<file path="src/shared/motion_sleep_map.vh">
// register offsets, fields, reset values and timing counts of the motion sleep sequencer
`ifndef MOTION_SLEEP_MAP_VH
`define MOTION_SLEEP_MAP_VH

// register word offsets (index, byte address is four times it)
`define MS_CTRL_OFS        8'h00
`define MS_STATUS_OFS      8'h01
`define MS_INT_STATUS_OFS  8'h02
`define MS_INT_MASK_OFS    8'h03
`define MS_LEVEL_BASE_OFS  8'h10
// per level: base + 4*level + field
`define MS_FLD_SLEEP_TIME  2'h0
`define MS_FLD_THRESHOLD   2'h1
`define MS_FLD_DWELL_TIME  2'h2

// control register fields
`define MS_CTRL_ENABLE_BIT 0

// interrupt status bits
`define MS_IRQ_WAKE_BIT    0
`define MS_IRQ_MOTION_BIT  1
`define MS_IRQ_STEP_BIT    2
`define MS_IRQ_WIDTH       3

// reset values
`define MS_CTRL_RESET      32'h0000_0000
`define MS_SLEEP_RESET     16'h0064
`define MS_THRESH_RESET    16'h0001
`define MS_DWELL_RESET     16'h0004

// timing
`define MS_CLK_HZ          10000000
`define MS_CHECK_TIME_US   2300
`define MS_TICK_TIME_US    1000

`endif

</file>
<file path="src/rtl/motion_sleep_sequencer.v">
// power-mode sequencer moving the sensor between tracking, inactive and four sleep levels
`timescale 1ns/1ps
`default_nettype none
`include "motion_sleep_map.vh"

module motion_sleep_sequencer #(
    parameter integer LEVELS     = 4,
    parameter integer PW         = 16,
    // cycles per millisecond tick of the sleep and dwell timers
    parameter integer TICK_CYC   = (`MS_CLK_HZ / 1000) * `MS_TICK_TIME_US / 1000,
    // cycles of one motion check, exactly 2.3 ms at the 10 MHz clock
    parameter integer CHECK_CYC  = (`MS_CLK_HZ / 1000) * `MS_CHECK_TIME_US / 1000,
    // millisecond ticks without motion in tracking before sleep progression starts
    parameter integer IDLE_TICKS = 100
) (
    // clock and reset
    input  wire        clk_sys,
    input  wire        reset,
    // register port
    input  wire [7:0]  reg_addr,
    input  wire [31:0] reg_wdata,
    input  wire        reg_wr,
    input  wire        reg_rd,
    output reg  [31:0] reg_rdata,
    // motion from the signal processor, amount per sample
    input  wire        motion_valid,
    input  wire [15:0] motion_amount,
    // power gates and mode indication
    output reg         laser_on,
    output reg         detector_on,
    output reg         tracking,
    output reg         irq
);

    localparam [4:0] ST_TRACK  = 5'b00001;
    localparam [4:0] ST_IDLE   = 5'b00010;
    localparam [4:0] ST_INACT  = 5'b00100;
    localparam [4:0] ST_CHECK  = 5'b01000;
    localparam [4:0] ST_SPARE  = 5'b10000;

    // level parameters, one array per field
    reg  [PW-1:0] sleep_time_reg [0:LEVELS-1];
    reg  [PW-1:0] threshold_reg  [0:LEVELS-1];
    reg  [PW-1:0] dwell_time_reg [0:LEVELS-1];

    reg           enable_reg;
    reg  [`MS_IRQ_WIDTH-1:0] int_status_reg;
    reg  [`MS_IRQ_WIDTH-1:0] int_mask_reg;
    reg  [4:0]    state_reg;
    reg  [1:0]    level_reg;
    reg  [31:0]   tick_cnt_reg;
    reg  [PW-1:0] sleep_cnt_reg;
    reg  [PW-1:0] dwell_cnt_reg;
    reg  [31:0]   check_cnt_reg;
    reg  [PW-1:0] idle_cnt_reg;

    wire          tick = (tick_cnt_reg == TICK_CYC - 1);
    // deepest level index, cut on purpose to the width of the level register
    wire [31:0]   last_level_w = LEVELS - 1;
    wire [1:0]    last_level = last_level_w[1:0];
    wire          lvl_hit = reg_addr >= `MS_LEVEL_BASE_OFS &&
                            reg_addr < `MS_LEVEL_BASE_OFS + 4 * LEVELS;
    wire [7:0]    lvl_off = reg_addr - `MS_LEVEL_BASE_OFS;
    wire [1:0]    lvl_sel = lvl_off[3:2];
    wire [1:0]    fld_sel = lvl_off[1:0];
    wire          motion_big = motion_valid &&
                               motion_amount >= threshold_reg[level_reg];

    // event pulses for the interrupt status
    reg           ev_wake;
    reg           ev_motion;
    reg           ev_step;

    // per-level parameter registers, written by software
    genvar g;
    generate
        for (g = 0; g < LEVELS; g = g + 1) begin : g_level
            always @(posedge clk_sys) begin
                if (reset) begin
                    sleep_time_reg[g] <= `MS_SLEEP_RESET;
                    threshold_reg[g]  <= `MS_THRESH_RESET;
                    dwell_time_reg[g] <= `MS_DWELL_RESET;
                end else if (reg_wr && lvl_hit && lvl_sel == g) begin
                    case (fld_sel)
                        `MS_FLD_SLEEP_TIME: sleep_time_reg[g] <= reg_wdata[PW-1:0];
                        `MS_FLD_THRESHOLD:  threshold_reg[g]  <= reg_wdata[PW-1:0];
                        `MS_FLD_DWELL_TIME: dwell_time_reg[g] <= reg_wdata[PW-1:0];
                        default: ;
                    endcase
                end
            end
        end
    endgenerate

    // control, mask and interrupt status; a new event wins over a clear
    always @(posedge clk_sys) begin
        if (reset) begin
            enable_reg     <= 1'b0;
            int_mask_reg   <= {`MS_IRQ_WIDTH{1'b0}};
            int_status_reg <= {`MS_IRQ_WIDTH{1'b0}};
        end else begin
            if (reg_wr && reg_addr == `MS_CTRL_OFS)
                enable_reg <= reg_wdata[`MS_CTRL_ENABLE_BIT];
            if (reg_wr && reg_addr == `MS_INT_MASK_OFS)
                int_mask_reg <= reg_wdata[`MS_IRQ_WIDTH-1:0];
            int_status_reg <= (int_status_reg &
                               ~((reg_wr && reg_addr == `MS_INT_STATUS_OFS) ?
                                 reg_wdata[`MS_IRQ_WIDTH-1:0] : {`MS_IRQ_WIDTH{1'b0}}))
                              | {ev_step, ev_motion, ev_wake};
        end
    end

    // read data, one cycle after the strobe; unmapped reads give zero
    always @(posedge clk_sys) begin
        if (reset) begin
            reg_rdata <= 32'h0000_0000;
        end else if (reg_rd) begin
            if (lvl_hit) begin
                case (fld_sel)
                    `MS_FLD_SLEEP_TIME: reg_rdata <= {{(32-PW){1'b0}}, sleep_time_reg[lvl_sel]};
                    `MS_FLD_THRESHOLD:  reg_rdata <= {{(32-PW){1'b0}}, threshold_reg[lvl_sel]};
                    `MS_FLD_DWELL_TIME: reg_rdata <= {{(32-PW){1'b0}}, dwell_time_reg[lvl_sel]};
                    default:            reg_rdata <= 32'h0000_0000;
                endcase
            end else begin
                case (reg_addr)
                    `MS_CTRL_OFS:       reg_rdata <= {31'h0, enable_reg};
                    `MS_STATUS_OFS:     reg_rdata <= {25'h0, level_reg, state_reg};
                    `MS_INT_STATUS_OFS: reg_rdata <= {29'h0, int_status_reg};
                    `MS_INT_MASK_OFS:   reg_rdata <= {29'h0, int_mask_reg};
                    default:            reg_rdata <= 32'h0000_0000;
                endcase
            end
        end else begin
            reg_rdata <= 32'h0000_0000;
        end
    end

    // millisecond prescaler; keeps running in the inactive state as the wake timer base
    always @(posedge clk_sys) begin
        if (reset || tick)
            tick_cnt_reg <= 32'h0000_0000;
        else
            tick_cnt_reg <= tick_cnt_reg + 32'h0000_0001;
    end

    // sleep sequencer; hardware walks the levels with no software help
    always @(posedge clk_sys) begin
        ev_wake   <= 1'b0;
        ev_motion <= 1'b0;
        ev_step   <= 1'b0;
        if (reset) begin
            state_reg     <= ST_TRACK;
            level_reg     <= 2'h0;
            sleep_cnt_reg <= {PW{1'b0}};
            dwell_cnt_reg <= {PW{1'b0}};
            check_cnt_reg <= 32'h0000_0000;
            idle_cnt_reg  <= {PW{1'b0}};
        end else if (!enable_reg) begin
            state_reg    <= ST_TRACK;
            level_reg    <= 2'h0;
            idle_cnt_reg <= {PW{1'b0}};
        end else begin
            case (state_reg)
                ST_TRACK: begin
                    // motion seen while tracking keeps the idle count at zero
                    if (motion_valid && motion_amount != 16'h0000)
                        idle_cnt_reg <= {PW{1'b0}};
                    else if (tick)
                        idle_cnt_reg <= idle_cnt_reg + 1'b1;
                    if (idle_cnt_reg >= IDLE_TICKS) begin
                        state_reg     <= ST_INACT;
                        level_reg     <= 2'h0;
                        dwell_cnt_reg <= dwell_time_reg[0];
                        sleep_cnt_reg <= sleep_time_reg[0];
                    end
                end
                ST_INACT: begin
                    // wake timer counts down the level's sleep time
                    if (tick) begin
                        if (sleep_cnt_reg <= 1) begin
                            state_reg     <= ST_CHECK;
                            check_cnt_reg <= 32'h0000_0000;
                            ev_wake       <= 1'b1;
                        end else begin
                            sleep_cnt_reg <= sleep_cnt_reg - 1'b1;
                        end
                        if (dwell_cnt_reg <= 1) begin
                            if (level_reg != last_level) begin
                                level_reg     <= level_reg + 1'b1;
                                dwell_cnt_reg <= dwell_time_reg[level_reg + 1'b1];
                                ev_step       <= 1'b1;
                            end
                        end else begin
                            dwell_cnt_reg <= dwell_cnt_reg - 1'b1;
                        end
                    end
                end
                ST_CHECK: begin
                    // laser on for a fixed check window; enough motion ends sleep
                    if (motion_big) begin
                        state_reg    <= ST_TRACK;
                        idle_cnt_reg <= {PW{1'b0}};
                        ev_motion    <= 1'b1;
                    end else if (check_cnt_reg == CHECK_CYC - 1) begin
                        state_reg     <= ST_INACT;
                        sleep_cnt_reg <= sleep_time_reg[level_reg];
                    end else begin
                        check_cnt_reg <= check_cnt_reg + 32'h0000_0001;
                    end
                end
                default: state_reg <= ST_TRACK;
            endcase
        end
    end

    // outputs from flip-flops; gates follow the state one cycle after it is entered
    always @(posedge clk_sys) begin
        if (reset) begin
            laser_on    <= 1'b1;
            detector_on <= 1'b1;
            tracking    <= 1'b1;
            irq         <= 1'b0;
        end else begin
            laser_on    <= (state_reg != ST_INACT);
            detector_on <= (state_reg != ST_INACT);
            tracking    <= (state_reg == ST_TRACK);
            irq         <= |(int_status_reg & int_mask_reg);
        end
    end

endmodule // motion_sleep_sequencer
`default_nettype wire

</file>
<file path="config.mk">
export PLATFORM = sky130hd
export DESIGN_NAME = motion_sleep_sequencer
export DESIGN_NICKNAME = d
export VERILOG_FILES = /design/src/rtl/motion_sleep_sequencer.v
export VERILOG_INCLUDE_DIRS = /design/src /design/src/shared
export SDC_FILE = /design/constraint.sdc
export NUM_CORES = 1
export LEC_CHECK = 0
export ABC_AREA = 1
export BUFFER_PORTS_ARGS = -buffer_cell sky130_fd_sc_hd__buf_2
export CORE_AREA = 2 2 135 236
export DETAILED_ROUTE_END_ITERATION = 10
export DIE_AREA = 0 0 137 238
export MAX_ROUTING_LAYER = met4
export PLACE_DENSITY = 0.79
export SKIP_LAST_GASP = 1
export SLEW_MARGIN = 20
export SYNTH_ARGS = -nofsm -noshare
export SYNTH_HDL_FRONTEND = slang
export SYNTH_SLANG_ARGS = --single-unit
</file>
<file path="constraint.sdc">
create_clock -name clk_sys -period 5 [get_ports clk_sys]
set_clock_uncertainty 0.2 [all_clocks]
set_input_delay 0.75 -clock clk_sys [delete_from_list [all_inputs] [get_ports clk_sys]]
set_output_delay 0.75 -clock clk_sys [all_outputs]
set_load 0.01 [all_outputs]
</file>
### Word-level counts from Yosys, hierarchy flattened

Memories as Yosys holds them, arrays and structs flattened. A register that Yosys moved wholly into a read port is not among the register bits.
Cells that the tools add are included.

| storage, ports and cells | value |
|---|---|
| bits of input ports | 61 |
| memory bits (writable) | 192 |
| bits in registers | 164 |
| logic and storage cells | 210 |
| bits in latches | 0 |
| ROM bits | 0 |
| memories | 3 |
| output and inout bits | 36 |

| operators by class | value |
|---|---|
| bitwise logic cells | 22 |
| div/mod/pow operators | 0 |
| equal/unequal tests | 28 |
| multiply operators | 0 |
| reduce and logical (&&, ||, !) cells | 32 |
| shifts and indexed selects | 0 |
| order comparisons | 6 |
| $add $sub $neg | 7 |
| muxes and demuxes | 95 |

Memories:

| memory | depth | width | read ports | clocked after Yosys merged registers in | wr ports | line | RTL |
|---|---|---|---|---|---|---|---|
| dwell_time_reg | 4 | 16 | 3 | 0 | 4 | motion_sleep_sequencer.v:44 | `reg [PW-1:0] dwell_time_reg [0:LEVELS-1];` |
| sleep_time_reg | 4 | 16 | 3 | 1 | 4 | motion_sleep_sequencer.v:42 | `reg [PW-1:0] sleep_time_reg [0:LEVELS-1];` |
| threshold_reg | 4 | 16 | 2 | 1 | 4 | motion_sleep_sequencer.v:43 | `reg [PW-1:0] threshold_reg [0:LEVELS-1];` |

Operator list:

| kind | number |
|---|---|
| 16-bit 2-to-1 mux | 24 |
| 32-bit 2-to-1 mux | 5 |
| 16-bit one-hot mux with 3 select lines | 2 |
| 32-bit by 1-bit adder with 32-bit output (second input constant) | 2 |
| 16-bit one-hot mux with 2 select lines | 2 |
| 32-bit one-hot mux with 2 select lines | 1 |
| 1-bit 2-to-1 mux | 44 |
| 32-bit by 14-bit == test with 1-bit output (second input constant) | 1 |
| 32-bit by 15-bit == test with 1-bit output (second input constant) | 1 |
| 16-bit by 1-bit <= comparator with 1-bit output (second input constant) | 2 |
| 16-bit by 1-bit subtractor with 16-bit output (second input constant) | 2 |
| 7-bit one-hot mux with 4 select lines | 1 |
| 5-bit 2-to-1 mux | 5 |
| 2-bit != test (second input constant) | 11 |
| 16-bit by 1-bit adder with 16-bit output (second input constant) | 1 |
| 8-bit by 2-bit == test with 1-bit output (second input constant) | 2 |
| 16-bit >= comparator | 1 |
| 16-bit by 7-bit >= comparator with 1-bit output (second input constant) | 1 |
| 2-bit 2-to-1 mux | 8 |
| 16-bit nonzero test | 1 |
| 5-bit one-hot mux with 3 select lines | 1 |
| 1-bit bitwise OR | 12 |
| 1-bit logical AND | 11 |
| 5-bit AND reduction | 2 |
| other kinds (31) | 47 |

### Longest topological paths before layout

| logic depth | value |
|---|---|
| word-level depth | 8 |
| mapped depth | 23 |
| gate-level depth less buffers | 18 |

### Worst setup path before layout

No wires, ideal clock.

| timing | value |
|---|---|
| path kind | input to register |
| start point | in reg_addr[6] |
| end point | mem threshold_reg[0][0] (enable) |
| buffers on the path | 0 |
| setup slack | 1660 ps |
| stages on the path | 11 |
| required time | 4389 ps |
| arrival time | 2729 ps |
| library setup time | 411 ps |
| path through | inv_1 nand2_1 nor2_2 inv_2 nor2_2 inv_2 nor2_1 inv_2 nor2_2 inv_1 o21ai_0 |

RTL lines:

| element | line | RTL |
|---|---|---|
| start, declared | motion_sleep_sequencer.v:20 | `input wire [7:0] reg_addr,` |
| end, declared | motion_sleep_sequencer.v:43 |  |

==> results.ini <==
[cells_and_area]
final-instance-count-excl-fill=2894
register_area_sq_um=8730
final_cell_mix=nor2_1, nand2_1, inv_1, edfxtp_1, dfxtp_1
syn2layout_area_growth_pct=7.91
nNetsFinal=2565
multi_input_area_sq_um=8640
layout_commonest_cell=nor2_1
antenna_cells=0
nFillCells=2668
final_area_sq_um=20300
drive_above_1_share=0.0783

[placed_design]
port_buffers=64
dp_hpwl_microns=38000
gp_congestion=0.991
placedInstanceArea_sq_um=19300
place_inst=2837

[clocking]
cts_setup_buffers=0
clk_latency_ps=590
cts_max_path_buffers=3
cts_hold_buffers=0
htreeDepth=1
clock-root-buffer=clkbuf_16
cts_resized=0
cts_buffers=31
clock_sinks=340
clk_pin_slew_ps=70
cts_tree=built

[floorplan]
start_util=0.614
pin_count=97
row_count=85
dieArea_sq_um=32600
dieHeight_microns=238
core_sq_um=30600
die_w_microns=137

[setup_path]
cp-start-kind=flop
rr_worst_depth=18
required_ps=5260
arrival_ps=4630
r2r_slack_ps=630
r2r-end=idle_cnt_reg[9]
critPathCaptureType=flop
critPathMaxFanout=61
path_class=reg2reg

[global_route]
grt_use_met2=0.599
antenna_found_initial=0
grtUsageMet3=0.0317
gr-total-overflow=0
grt_pass1_vias=16959
use_met1=0.390
grt_usage=0.351
top_usage_layer=met2
grt_max_degree=62
grt_pass1_wl_microns=86400

[timing]
finalHoldViolations=0
tightest_slew_ps=1090
fmaxAchievable_mhz=229
finalCritPeriodShare=0.874
hold-worst-slack_ps=233
max_slew_margin=0.274
period_needed_ps=4370
fin_setup_tns_ps=0
rsz0062_at_grt=false
setup_viol_count_final=0
slew_violations=0

[power]
p_per_area_nw_per_um2=293
ir_drop_v=0.000371
leakage_nw=8.19

[hold_path]
min_from=reg_wr
worstHoldEndpoint=enable_reg
min_path_type=in2reg
holdPathStages=2

[synthesis]
ys_ff_latch=340
synth.distinct_cells=49
yosysSeqAreaShare=0.464
syn_avg_cell_area_sq_um=7.59
synth_area_sq_um=18800
async_flop_share=0
ys_warn_count=0
synthCells=2481
synth_edf_count=192
synth_ff_type=edfxtp_1

[detailed_routing]
vias_per_cell=6.03
dr.pass1.iters=8
vias=17460
routedWlPerCell_microns=19.3
antenna_left=0
drc=0
drt_iter0_markers=1553
drt-total-wl_microns=55700

[job]
maxCapViolCount=0

[outcome]
status=finished clean

worst max-delay path by stage:
stage	slack, ps	start	depth (start not counted)	to
after floorplan	1660	reg_addr[6]	11	threshold_reg[0][0]
after global placement	840	flop	18	idle_cnt_reg[4]
after detailed placement	780	flop	18	idle_cnt_reg[4]
after CTS	780	flop	18	idle_cnt_reg[2]
after global routing	400	flop	18	idle_cnt_reg[7]
final	630	flop	18	idle_cnt_reg[9]
cells in the mapped netlist (25+ instances only):
cell	n	area share
edfxtp_1	192	0.31
nor2_1	534	0.11
o22ai_1	27	0.0090
a21oi_1	141	0.037
nand4_1	38	0.013
inv_1	208	0.041
o21ai_0	134	0.036
a22oi_1	96	0.038
ha_1	25	0.017
clkbuf_1	87	0.017
nand2_1	468	0.093
xor2_1	29	0.013
nor3_1	58	0.015
dfxtp_1	148	0.16
buf_2	28	0.0074
nand3_1	99	0.026
area by class of cell:
| cell class | count | share of cell area |
|---|---|---|
| clock inverters | 15 | 0.0101 |
| clock buffers | 42 | 0.0412 |
| well taps | 391 | 0.0241 |
| repair buffers | 92 | 0.0267 |
| multi-input cells | 1784 | 0.426 |
| inverters | 230 | 0.0425 |
| flip-flops and latches | 340 | 0.430 |
logic make-up after synthesis:
group           synth area share
flops                      0.464
compound gates             0.147
other cells             0.000199
fa+ha+maj                 0.0166
simple gates               0.274
xor+xnor                  0.0168
buf+inv                   0.0808
stage by stage:
| stage | power (W) | worst slack (ps) | util |
|---|---|---|---|
| floorplan | 0.00336 | 1660 | - |
| global placement | 0.00349 | 845 | 0.629 |
| detailed placement | 0.00350 | 779 | 0.629 |
| CTS | 0.00593 | 776 | 0.663 |
| global route | 0.00609 | 403 | 0.663 |
| finish | 0.00595 | 630 | 0.663 |
power by group:
| group | internal (W) | leakage, nW | switching [W] |
|---|---|---|---|
| sequential | 0.00303 | 3.03 | 0.0000513 |
| clock | 0.00143 | 0.503 | 0.00106 |
| combinational | 0.000104 | 4.66 | 0.000268 |
worst max-delay path, stage by stage (launching register included):
cell and delay (ps):
dfxtp_2 330, buf_4 550, o21ai_0 200, o22ai_1 500, ha_1 210, nand2_1 50, nor2_1 80, nand2_1 60
nand2_1 50, nor2_1 40, nand2_1 110, nand2_1 60, nand2_1 170, nand3_1 130, buf_4 210, nand2_1 500
clkinv_1 500, nor2_1 210, nor2_1 70
routing by layer:
layer  up-vias  routed length [microns]
met5         -                        0
met4         0                     3580
met1      8082                    19500
li1       8251                        -
met3       212                     4410
met2       915                    28300
No activity file was read; power rests on OpenSTA's default activity.
